`config.mk`:
```
export PLATFORM = sky130hd
export DESIGN_NAME = rlc_regs
export DESIGN_NICKNAME = d
export VERILOG_FILES = /design/src/common/rlc_pkg.sv /design/src/rtl/rlc_regs.sv
export SDC_FILE = /design/constraint.sdc
export NUM_CORES = 1
export LEC_CHECK = 0
export BUFFER_PORTS_ARGS = -buffer_cell sky130_fd_sc_hd__buf_2
export CAP_MARGIN = 5
export CORE_UTILIZATION = 25
export DETAILED_ROUTE_END_ITERATION = 10
export PLACE_DENSITY_LB_ADDON = 0.2
export SYNTH_ARGS = -nofsm -noshare
export SYNTH_HDL_FRONTEND = slang
export SYNTH_SLANG_ARGS = --single-unit
```
`constraint.sdc`:
```
create_clock -name CLK_I -period 3.03 [get_ports CLK_I]
set_input_delay 0.606 -clock CLK_I [delete_from_list [all_inputs] [get_ports CLK_I]]
set_output_delay 0.606 -clock CLK_I [all_outputs]
set_load 0.1 [all_outputs]
```
`src/common/rlc_pkg.sv`:
```
// constants and carrier types of the read-out link control register bank
package rlc_pkg;

	// ************************************************************
	// register offsets in base window 0 (byte addresses)
	// ************************************************************
	localparam logic [8:0] OFS_CONTROL_SETUP = 9'h000;
	localparam logic [8:0] OFS_FREE_SEGMENT_FIFO_PORT = 9'h004;
	localparam logic [8:0] OFS_EVENT_PARAM_FIFO_PORT = 9'h008;
	localparam logic [8:0] OFS_SEGMENT_FIFO_CONTROL = 9'h010;
	localparam logic [8:0] OFS_HISTOGRAM_CONTROL = 9'h028;
	localparam logic [8:0] OFS_CROSSING_NUMBER_LINK0 = 9'h040;
	localparam logic [8:0] OFS_CROSSING_NUMBER_LINK1 = 9'h044;
	localparam logic [8:0] OFS_FIRMWARE_REVISION = 9'h048;
	localparam logic [8:0] OFS_SLOW_READ_LOW = 9'h100;
	localparam logic [8:0] OFS_SLOW_READ_HIGH = 9'h104;
	localparam logic [8:0] OFS_SLOW_READ_CTRL = 9'h108;
	localparam logic [8:0] OFS_SLOW_READ_NEXT = 9'h10C;
	localparam logic [8:0] OFS_EVENT_TALLY_LOW = 9'h128;
	localparam logic [8:0] OFS_EVENT_TALLY_HIGH = 9'h12C;

	// ************************************************************
	// field positions
	// ************************************************************
	localparam int BIT_IRQ_EMPTY_EN = 8;
	localparam int BIT_IRQ_HALF_EN = 9;
	localparam int BIT_FIFO_NOT_EMPTY = 10;
	localparam int BIT_FIFO_ABOVE_HALF = 11;
	localparam int BIT_SOFT_RESET = 17;
	localparam int BIT_BYTE_SWAP = 19;
	localparam int BIT_SLOW_READ = 22;
	localparam int BIT_LINK_EN_LO = 24;
	localparam int NUM_LINKS = 4;
	localparam int BIT_SPY_ALL = 30;
	localparam int BIT_SPY_EN = 31;
	localparam int BIT_SEG_FIFO_RESET = 16;
	localparam int BIT_SEG_FLUSH = 18;
	localparam int BIT_HIST_CLEAR = 31;
	localparam int BIT_HIST_EN = 30;
	localparam int HIST_GRAN_W = 8;
	localparam int PARAM_FIELD_LO_W = 24;

	// ************************************************************
	// reset values and generator constants
	// ************************************************************
	localparam logic [63:0] EVENT_TALLY_RESET = 64'h0000_0000_0000_0000;
	localparam logic [7:0] HIST_GRAN_RESET = 8'h01;
	localparam logic [7:0] GEN_MULT = 8'h05;
	localparam logic [7:0] GEN_ADD = 8'h03;
	// arbitrary neutral revision value
	localparam logic [31:0] FIRMWARE_REVISION_DEFAULT = 32'h0001_0001;

	// ************************************************************
	// carrier types
	// ************************************************************
	typedef struct packed {
		logic irq_empty_en;
		logic irq_half_en;
		logic byte_swap;
		logic slow_read;
		logic [NUM_LINKS-1:0] link_en;
		logic spy_all;
		logic spy_en;
		logic hist_en;
		logic [HIST_GRAN_W-1:0] hist_gran;
	} rlc_ctrl_type;

	localparam rlc_ctrl_type CTRL_RESET = '{
		irq_empty_en: 1'b0,
		irq_half_en: 1'b0,
		byte_swap: 1'b0,
		slow_read: 1'b0,
		link_en: 4'h0,
		spy_all: 1'b0,
		spy_en: 1'b0,
		hist_en: 1'b0,
		hist_gran: HIST_GRAN_RESET
	};

	typedef struct packed {
		logic [31:0] low;
		logic [31:0] high;
		logic uctrl;
	} rlc_slow_word_type;

endpackage

```
`src/rtl/rlc_regs.sv`:
```
// register bank and control logic of the read-out link board
//
// Contract
// - every event passing increments a 64-bit tally; soft reset clears it
// - tally low word returns bits 31..0, high word 63..32; writes ignored
// - control bit 8 enables interrupt while free segment FIFO is empty
// - control bit 9 enables interrupt while free segment FIFO is half empty
// - control bit 10 reads zero when FIFO empty, one when it holds entries
// - control bit 11 reads zero at or below half empty, one otherwise
// - writing one to control bit 17 soft-resets everything but the bus side
// - control bit 19 swaps every byte of event words when set
// - control bit 22 selects slow-read debug mode through the slow-read group
// - control bits 24..27 enable input links 0..3; clear disables
// - control bit 30 spies every event to the host
// - control bit 31 enables spying; spy list loaded beforehand by software
// - segment control bit 16 written one resets the free segment FIFO
// - segment control bit 18 returns all free segments with flagged headers
// - histogram control bit 31 written one clears histogram contents
// - histogram control bit 30 enables word-count accumulation
// - histogram bits 7..0 one-hot bin size, 0x01 smallest, doubling upward
// - two read-only registers give crossing numbers of links 0 and 1
// - parameter words: length/source first, event number/seed second
// - payload byte repeats eight times; next byte is previous times 5 plus 3
`timescale 1ns/1ps

module rlc_regs
	import rlc_pkg::*;
(
	// clock and reset
	input wire logic CLK_I,
	input wire logic ARST_N_I,
	// register port from the bus interface
	input wire logic [8:0] REG_ADDR_I,
	input wire logic REG_WR_I,
	input wire logic [31:0] REG_WDATA_I,
	input wire logic REG_RD_I,
	output logic [31:0] REG_RDATA_O,
	output logic REG_RVALID_O,
	// interrupt toward the bus
	output logic INT_O,
	// free segment FIFO status and controls
	input wire logic FREE_FIFO_EMPTY_I,
	input wire logic FREE_FIFO_HALF_I,
	input wire logic FLUSH_DONE_I,
	output logic FREE_SEG_WR_O,
	output logic [31:0] FREE_SEG_DATA_O,
	output logic SEG_FIFO_RESET_O,
	output logic SEG_FLUSH_O,
	// event parameter FIFO write port
	output logic PARAM_WR_O,
	output logic PARAM_SECOND_O,
	output logic [31:0] PARAM_DATA_O,
	// settings, soft reset and histogram clear
	output rlc_ctrl_type CTRL_O,
	output logic SOFT_RESET_O,
	output logic HIST_CLEAR_O,
	// event flow
	input wire logic EVENT_DONE_I,
	input wire logic EVT_VALID_I,
	input wire logic [63:0] EVT_DATA_I,
	output logic EVT_VALID_O,
	output logic [63:0] EVT_DATA_O,
	// payload generator
	input wire logic GEN_LOAD_I,
	input wire logic [7:0] GEN_SEED_I,
	input wire logic GEN_STEP_I,
	output logic [63:0] GEN_WORD_O,
	// link side readback
	input wire logic [31:0] CROSSING0_I,
	input wire logic [31:0] CROSSING1_I,
	input wire rlc_slow_word_type SLOW_WORD_I,
	output logic SLOW_NEXT_O
);

	// ************************************************************
	// decode
	// ************************************************************
	logic wr_control;
	logic wr_free_seg;
	logic wr_param;
	logic wr_seg_ctrl;
	logic wr_hist;
	logic soft_rst;
	logic [63:0] event_tally;
	logic param_second;
	logic [7:0] gen_byte;
	logic [7:0] next_gen_byte;
	logic [31:0] next_rdata;
	logic [63:0] swapped;

	always_comb begin
		wr_control = 1'b0;
		wr_free_seg = 1'b0;
		wr_param = 1'b0;
		wr_seg_ctrl = 1'b0;
		wr_hist = 1'b0;
		if (REG_WR_I && REG_ADDR_I == OFS_CONTROL_SETUP) begin
			wr_control = 1'b1;
		end else if (REG_WR_I && REG_ADDR_I == OFS_FREE_SEGMENT_FIFO_PORT) begin
			wr_free_seg = 1'b1;
		end else if (REG_WR_I && REG_ADDR_I == OFS_EVENT_PARAM_FIFO_PORT) begin
			wr_param = 1'b1;
		end else if (REG_WR_I && REG_ADDR_I == OFS_SEGMENT_FIFO_CONTROL) begin
			wr_seg_ctrl = 1'b1;
		end else if (REG_WR_I && REG_ADDR_I == OFS_HISTOGRAM_CONTROL) begin
			wr_hist = 1'b1;
		end
	end

	// ************************************************************
	// soft reset
	// ************************************************************
	// one-cycle pulse, also clears the local logic on the following edge
	assign soft_rst = SOFT_RESET_O;

	always_ff @(posedge CLK_I or negedge ARST_N_I) begin
		if (!ARST_N_I) begin
			SOFT_RESET_O <= 1'b0;
		end else begin
			SOFT_RESET_O <= wr_control && REG_WDATA_I[BIT_SOFT_RESET];
		end
	end

	// ************************************************************
	// settings
	// ************************************************************
	always_ff @(posedge CLK_I or negedge ARST_N_I) begin
		if (!ARST_N_I) begin
			CTRL_O <= CTRL_RESET;
		end else if (soft_rst) begin
			CTRL_O <= CTRL_RESET;
		end else begin
			if (wr_control && !REG_WDATA_I[BIT_SOFT_RESET]) begin
				CTRL_O.irq_empty_en <= REG_WDATA_I[BIT_IRQ_EMPTY_EN];
				CTRL_O.irq_half_en <= REG_WDATA_I[BIT_IRQ_HALF_EN];
				CTRL_O.byte_swap <= REG_WDATA_I[BIT_BYTE_SWAP];
				CTRL_O.slow_read <= REG_WDATA_I[BIT_SLOW_READ];
				CTRL_O.link_en <= REG_WDATA_I[BIT_LINK_EN_LO +: NUM_LINKS];
				CTRL_O.spy_all <= REG_WDATA_I[BIT_SPY_ALL];
				CTRL_O.spy_en <= REG_WDATA_I[BIT_SPY_EN];
			end
			if (wr_hist) begin
				CTRL_O.hist_en <= REG_WDATA_I[BIT_HIST_EN];
				CTRL_O.hist_gran <= REG_WDATA_I[HIST_GRAN_W-1:0];
			end
		end
	end

	// ************************************************************
	// interrupt
	// ************************************************************
	// level output, follows the enabled conditions every cycle
	always_ff @(posedge CLK_I or negedge ARST_N_I) begin
		if (!ARST_N_I) begin
			INT_O <= 1'b0;
		end else if (soft_rst) begin
			INT_O <= 1'b0;
		end else begin
			INT_O <= (CTRL_O.irq_empty_en && FREE_FIFO_EMPTY_I)
				|| (CTRL_O.irq_half_en && FREE_FIFO_HALF_I);
		end
	end

	// ************************************************************
	// segment FIFO controls
	// ************************************************************
	always_ff @(posedge CLK_I or negedge ARST_N_I) begin
		if (!ARST_N_I) begin
			SEG_FIFO_RESET_O <= 1'b0;
		end else begin
			SEG_FIFO_RESET_O <= wr_seg_ctrl && REG_WDATA_I[BIT_SEG_FIFO_RESET];
		end
	end

	// flush request stays up until the data path reports all segments returned
	always_ff @(posedge CLK_I or negedge ARST_N_I) begin
		if (!ARST_N_I) begin
			SEG_FLUSH_O <= 1'b0;
		end else if (soft_rst) begin
			SEG_FLUSH_O <= 1'b0;
		end else if (wr_seg_ctrl && REG_WDATA_I[BIT_SEG_FLUSH]) begin
			SEG_FLUSH_O <= 1'b1;
		end else if (FLUSH_DONE_I) begin
			SEG_FLUSH_O <= 1'b0;
		end
	end

	always_ff @(posedge CLK_I or negedge ARST_N_I) begin
		if (!ARST_N_I) begin
			FREE_SEG_WR_O <= 1'b0;
			FREE_SEG_DATA_O <= 32'h0000_0000;
		end else begin
			FREE_SEG_WR_O <= wr_free_seg;
			if (wr_free_seg) begin
				FREE_SEG_DATA_O <= REG_WDATA_I;
			end
		end
	end

	// ************************************************************
	// event parameter port
	// ************************************************************
	// words pair up: first length/source, second event number/seed
	always_ff @(posedge CLK_I or negedge ARST_N_I) begin
		if (!ARST_N_I) begin
			param_second <= 1'b0;
		end else if (soft_rst) begin
			param_second <= 1'b0;
		end else if (wr_param) begin
			param_second <= !param_second;
		end
	end

	always_ff @(posedge CLK_I or negedge ARST_N_I) begin
		if (!ARST_N_I) begin
			PARAM_WR_O <= 1'b0;
			PARAM_SECOND_O <= 1'b0;
			PARAM_DATA_O <= 32'h0000_0000;
		end else begin
			PARAM_WR_O <= wr_param;
			if (wr_param) begin
				PARAM_SECOND_O <= param_second;
				PARAM_DATA_O <= REG_WDATA_I;
			end
		end
	end

	// ************************************************************
	// histogram clear
	// ************************************************************
	always_ff @(posedge CLK_I or negedge ARST_N_I) begin
		if (!ARST_N_I) begin
			HIST_CLEAR_O <= 1'b0;
		end else begin
			HIST_CLEAR_O <= (wr_hist && REG_WDATA_I[BIT_HIST_CLEAR]) || soft_rst;
		end
	end

	// ************************************************************
	// event tally
	// ************************************************************
	always_ff @(posedge CLK_I or negedge ARST_N_I) begin
		if (!ARST_N_I) begin
			event_tally <= EVENT_TALLY_RESET;
		end else if (soft_rst) begin
			event_tally <= EVENT_TALLY_RESET;
		end else if (EVENT_DONE_I) begin
			event_tally <= event_tally + 64'h0000_0000_0000_0001;
		end
	end

	// ************************************************************
	// byte order of event words
	// ************************************************************
	genvar gi;
	generate
		for (gi = 0; gi < 8; gi++) begin : g_swap
			assign swapped[gi*8 +: 8] = EVT_DATA_I[(7-gi)*8 +: 8];
		end
	endgenerate

	always_ff @(posedge CLK_I or negedge ARST_N_I) begin
		if (!ARST_N_I) begin
			EVT_VALID_O <= 1'b0;
			EVT_DATA_O <= 64'h0000_0000_0000_0000;
		end else begin
			EVT_VALID_O <= EVT_VALID_I && !soft_rst;
			EVT_DATA_O <= CTRL_O.byte_swap ? swapped : EVT_DATA_I;
		end
	end

	// ************************************************************
	// payload generator
	// ************************************************************
	always_comb begin
		next_gen_byte = gen_byte;
		if (GEN_LOAD_I) begin
			next_gen_byte = 8'(GEN_SEED_I * GEN_MULT + GEN_ADD);
		end else if (GEN_STEP_I) begin
			next_gen_byte = 8'(gen_byte * GEN_MULT + GEN_ADD);
		end
	end

	always_ff @(posedge CLK_I or negedge ARST_N_I) begin
		if (!ARST_N_I) begin
			gen_byte <= 8'h00;
		end else if (soft_rst) begin
			gen_byte <= 8'h00;
		end else begin
			gen_byte <= next_gen_byte;
		end
	end

	always_ff @(posedge CLK_I or negedge ARST_N_I) begin
		if (!ARST_N_I) begin
			GEN_WORD_O <= 64'h0000_0000_0000_0000;
		end else if (soft_rst) begin
			GEN_WORD_O <= 64'h0000_0000_0000_0000;
		end else begin
			GEN_WORD_O <= {8{next_gen_byte}};
		end
	end

	// ************************************************************
	// read path
	// ************************************************************
	always_comb begin
		next_rdata = 32'h0000_0000;
		if (REG_ADDR_I == OFS_CONTROL_SETUP) begin
			next_rdata[BIT_IRQ_EMPTY_EN] = CTRL_O.irq_empty_en;
			next_rdata[BIT_IRQ_HALF_EN] = CTRL_O.irq_half_en;
			next_rdata[BIT_FIFO_NOT_EMPTY] = !FREE_FIFO_EMPTY_I;
			next_rdata[BIT_FIFO_ABOVE_HALF] = !FREE_FIFO_HALF_I;
			next_rdata[BIT_BYTE_SWAP] = CTRL_O.byte_swap;
			next_rdata[BIT_SLOW_READ] = CTRL_O.slow_read;
			next_rdata[BIT_LINK_EN_LO +: NUM_LINKS] = CTRL_O.link_en;
			next_rdata[BIT_SPY_ALL] = CTRL_O.spy_all;
			next_rdata[BIT_SPY_EN] = CTRL_O.spy_en;
		end else if (REG_ADDR_I == OFS_SEGMENT_FIFO_CONTROL) begin
			next_rdata[BIT_SEG_FLUSH] = SEG_FLUSH_O;
		end else if (REG_ADDR_I == OFS_HISTOGRAM_CONTROL) begin
			next_rdata[BIT_HIST_EN] = CTRL_O.hist_en;
			next_rdata[HIST_GRAN_W-1:0] = CTRL_O.hist_gran;
		end else if (REG_ADDR_I == OFS_CROSSING_NUMBER_LINK0) begin
			next_rdata = CROSSING0_I;
		end else if (REG_ADDR_I == OFS_CROSSING_NUMBER_LINK1) begin
			next_rdata = CROSSING1_I;
		end else if (REG_ADDR_I == OFS_FIRMWARE_REVISION) begin
			next_rdata = FIRMWARE_REVISION_DEFAULT;
		end else if (REG_ADDR_I == OFS_SLOW_READ_LOW && CTRL_O.slow_read) begin
			next_rdata = SLOW_WORD_I.low;
		end else if (REG_ADDR_I == OFS_SLOW_READ_HIGH && CTRL_O.slow_read) begin
			next_rdata = SLOW_WORD_I.high;
		end else if (REG_ADDR_I == OFS_SLOW_READ_CTRL && CTRL_O.slow_read) begin
			next_rdata[0] = SLOW_WORD_I.uctrl;
		end else if (REG_ADDR_I == OFS_EVENT_TALLY_LOW) begin
			next_rdata = event_tally[31:0];
		end else if (REG_ADDR_I == OFS_EVENT_TALLY_HIGH) begin
			next_rdata = event_tally[63:32];
		end
	end

	always_ff @(posedge CLK_I or negedge ARST_N_I) begin
		if (!ARST_N_I) begin
			REG_RDATA_O <= 32'h0000_0000;
			REG_RVALID_O <= 1'b0;
		end else begin
			REG_RVALID_O <= REG_RD_I;
			if (REG_RD_I) begin
				REG_RDATA_O <= next_rdata;
			end
		end
	end

	// reading the slow-read next register in slow-read mode advances to the next link word
	always_ff @(posedge CLK_I or negedge ARST_N_I) begin
		if (!ARST_N_I) begin
			SLOW_NEXT_O <= 1'b0;
		end else begin
			SLOW_NEXT_O <= REG_RD_I && CTRL_O.slow_read && REG_ADDR_I == OFS_SLOW_READ_NEXT;
		end
	end

endmodule

```
==> flow_summary.json <==
{
  "run_status": "complete, no violations",
  "synth.distinct_cells": 67,
  "first_global_vias": 12800,
  "regToRegStartpoint": "GEN_WORD_O[59]",
  "syn_inst": 1454,
  "crit_path_cell_trace": "ha_1, ha_1, ha_1, nor3_1, a211oi_1, xnor2_1, a211oi_1, a21oi_1, nor2_1",
  "r2r_end": "GEN_WORD_O[55]",
  "dr_total_vias": 12900,
  "drc": 0,
  "crit_fanout": 11,
  "gp_congestion": 0.916,
  "crit_path_max_incr_delay_ns": 0.58,
  "synth_top_family_by_area": "simple AND/OR/NAND/NOR gates",
  "ant_nets": 0,
  "drtIter0Drc": 799,
  "core_um2": 55200,
  "clock_path_buffers": 3,
  "insertion_delay_ns": 0.55,
  "cts-htree-levels": 2,
  "r2r_slack_ns": 0.57,
  "start_util_pct": 25.4,
  "syn_avg_cell_area_um2": 9.64,
  "slew_viol_final": 0,
  "portBuffers": 506,
  "synth_area_um2": 14000,
  "synth_top_area_share_pct": 46.8,
  "cp.arrival_ns": 2.92,
  "cts.sinks": 263,
  "clk_pin_slew_worst_paths_ns": 0.06,
  "rsz0062_at_grt": "false",
  "root_buffer": "clkbuf_16",
  "hold_class": "in -> async",
  "setup_tns_ns": 0,
  "ys_warn_count": 0,
  "max_freq_mhz": 407,
  "synth_fa_ha_area_share_pct": 2.88,
  "synth-xor-area-share_pct": 4.44,
  "async_flop_share_pct": 100,
  "synth_fp_nets": 1738,
  "grt_pass1_wl_um": 87700,
  "hold_viol": 0,
  "first_pass_iters": 5,
  "grt_start_max_net_pins": 71,
  "crit_path_frequent_cell": "ha_1",
  "ys_seq_area_share_pct": 47.0,
  "synth_area_leaders": "dfrtp_1 (47%), nand2_1 (7.1%), mux2_2 (6.3%)",
  "max_slew_margin_pct": 45.2,
  "grt-ovfl-total": 0,
  "slowest_stage": "dfrtp_1",
  "fin_area_um2": 18300,
  "num_io_pins": 507,
  "r2r_cells": 9,
  "cts_tree": "built",
  "cts_buffers": 36,
  "worstSetupEndpointType": "flip-flop",
  "die_h_um": 239,
  "cts_resized": 0,
  "synth_seq_cells": 263,
  "fin_nets": 2199,
  "p_leak_uw": 0.00907,
  "cts_hold_buf": 0,
  "synth_top_cell_by_area": "dfrtp_1",
  "max_cap_violations": 0,
  "setup_viol": 0,
  "dpl-instance-area_um2": 17200,
  "drive_gt1_share_pct": 37.3,
  "critPathKind": "reg -> reg",
  "post-dp-hpwl_um": 47500,
  "rows": 86,
  "antenna_found_initial": 10,
  "worst_slew_pin_slew_ns": 0.822,
  "synthFlopType": "dfrtp_1",
  "synth_edf_count": 0,
  "max-vdd-ir-drop_mv": 1.43,
  "p_per_area_nw_per_um2": 709,
  "die_w_um": 239,
  "min_period_ns": 2.46,
  "wire_per_inst_um": 22.6,
  "muxShareOfSynthArea_pct": 8.99,
  "dieArea_um2": 57000,
  "fin_crit_sh_pct": 81.1,
  "finalWirelength_um": 60900,
  "finClkSkew_ns": 0.0145,
  "synth_compound_area_share_pct": 12.7,
  "gr-usage-all-layers_pct": 20.9,
  "cp-start-kind": "flip-flop",
  "critPathRequiredTime_ns": 3.49,
  "vias_per_cell": 4.80,
  "area_growth_pct": 30.9,
  "synth-simple-area-share_pct": 17.9,
  "postCtsSetupRepairBufs": 0
}
==> power breakdown <==
| group | switching [uW] | internal (uW) |
|---|---|---|
| combinational | 4060 | 927 |
| clock | 1710 | 2410 |
| sequential | 228 | 3680 |
==> cells in the final DEF, fill, tap and decap left out, types with 11 or more instances in the layout <==
cell and instances:
mux2i_1 37, ha_1 29, or3_1 11, inv_1 28, a21oi_1 54, a211oi_1 11, nand3_1 25, clkbuf_16 36
a31oi_1 12, buf_4 50, dfrtp_1 260, buf_2 504, xor2_1 37, o211ai_1 12, o21ai_0 66, mux2_2 79
nand4_1 18, a22oi_1 24, nor3_1 30, nor2_1 111, xnor2_1 34, o22ai_1 16, nand2_1 265
==> cells by family after synthesis <==
logic type | count (synthesis)
buffers and inverters | 164
AOI/OAI and AO/OA | 273
adders and majority gates | 31
xor gates and xnor gates | 71
DFF | 263
and+or+nand+nor | 536
muxes | 116
==> Yosys cell counts (6+ instances only) <==
| library cell | count |
|---|---|
| o22ai_1 | 16 |
| nor2_1 | 111 |
| and2_1 | 10 |
| ha_1 | 29 |
| a31oi_1 | 12 |
| o211ai_1 | 12 |
| mux2_2 | 79 |
| nand3b_1 | 6 |
| nor2b_1 | 7 |
| dfrtp_1 | 262 |
| or3_1 | 11 |
| and3_1 | 10 |
| o21ai_0 | 66 |
| a22oi_1 | 24 |
| o2bb2ai_1 | 9 |
| nor3_1 | 31 |
| clkbuf_1 | 51 |
| buf_2 | 22 |
| nand3_1 | 26 |
| nand2_1 | 265 |
| buf_1 | 6 |
| a21boi_0 | 10 |
| nand4_1 | 18 |
| a32oi_1 | 9 |
| xor2_1 | 37 |
| nor4_2 | 8 |
| a21oi_1 | 54 |
| mux2i_1 | 37 |
| buf_4 | 56 |
| nor4_1 | 6 |
| a221o_1 | 6 |
| xnor2_1 | 34 |
| a21o_1 | 6 |
| inv_1 | 28 |
| a211oi_1 | 11 |
==> worst max-delay path: cells and delay by family (launching register included) <==
| family | cells | cell delay [ns] |
|---|---|---|
| xor gates and xnor gates | 1 | 0.11 |
| and+or+nand+nor | 2 | 0.17 |
| AOI/OAI and AO/OA | 3 | 0.57 |
| adders and majority gates | 3 | 0.94 |
| DFF | 1 | 0.58 |
==> state kept, by name, indices dropped and copies added, names as in the netlist, 8 cells and up <==
name and count:
CTRL_O 19, EVT_DATA_O 64, FREE_SEG_DATA_O 32, GEN_WORD_O 8
PARAM_DATA_O 32, REG_RDATA_O 32, event_tally 64
==> worst max path at each step <==
stage | slack (ns) | endpoint | cells past startpoint | start
finish | 0.57 | GEN_WORD_O[55] | 9 | GEN_WORD_O[59]
global route | 0.45 | GEN_WORD_O[55] | 9 | GEN_WORD_O[58]
CTS | 0.51 | SOFT_RESET_O | 2 | SOFT_RESET_O
detailed placement | 0.37 | REG_RDATA_O[27] | 8 | REG_ADDR_I[7]
global placement | 0.41 | REG_RDATA_O[27] | 8 | REG_ADDR_I[7]
floorplan | 0.12 | GEN_WORD_O[55] | 9 | GEN_WORD_O[60]
==> routing by layer <==
| metal | share of wire (%) | GRT usage [%] | wire, um | vias to the layer above |
|---|---|---|---|---|
| met5 | 0.11 | 0 | 67 | - |
| met4 | 1.7 | 4.95 | 1020 | 10 |
| met3 | 6.9 | 5.00 | 4190 | 65 |
| met2 | 50 | 35.9 | 30200 | 507 |
| met1 | 42 | 26.3 | 25400 | 6362 |
| li1 | - | - | - | 5964 |
==> metrics by stage <==
| stage | hold slack, ns | utilization [%] | power (uW) | cells | setup slack [ns] |
|---|---|---|---|---|---|
| 2_1_floorplan | 0.310 | - | 8340 | 1454 | 0.125 |
| 3_3_place_gp | 0.454 | 31.2 | 8960 | 2625 | 0.405 |
| 3_5_place_dp | 0.457 | 31.2 | 8980 | 2625 | 0.373 |
| 4_1_cts | 0.0342 | 33.2 | 13200 | 2686 | 0.507 |
| 5_1_grt | 0.0473 | 33.2 | 13500 | 2687 | 0.447 |
| 6_report | 0.0232 | 33.2 | 13000 | 2689 | 0.572 |
==> layout make-up <==
cell class                      instances  area (um^2)
Antenna cell                            3         7.51
Clock buffer                           52         1050
Timing Repair Buffer                  559         2990
Tap cell                              748          936
Clock inverter                          9         75.1
Sequential cell                       263         6590
Fill cell                            5778        36900
Inverter                               28          105
Multi-Input combinational cell       1027         6590
(Power assumes the default switching activity.)
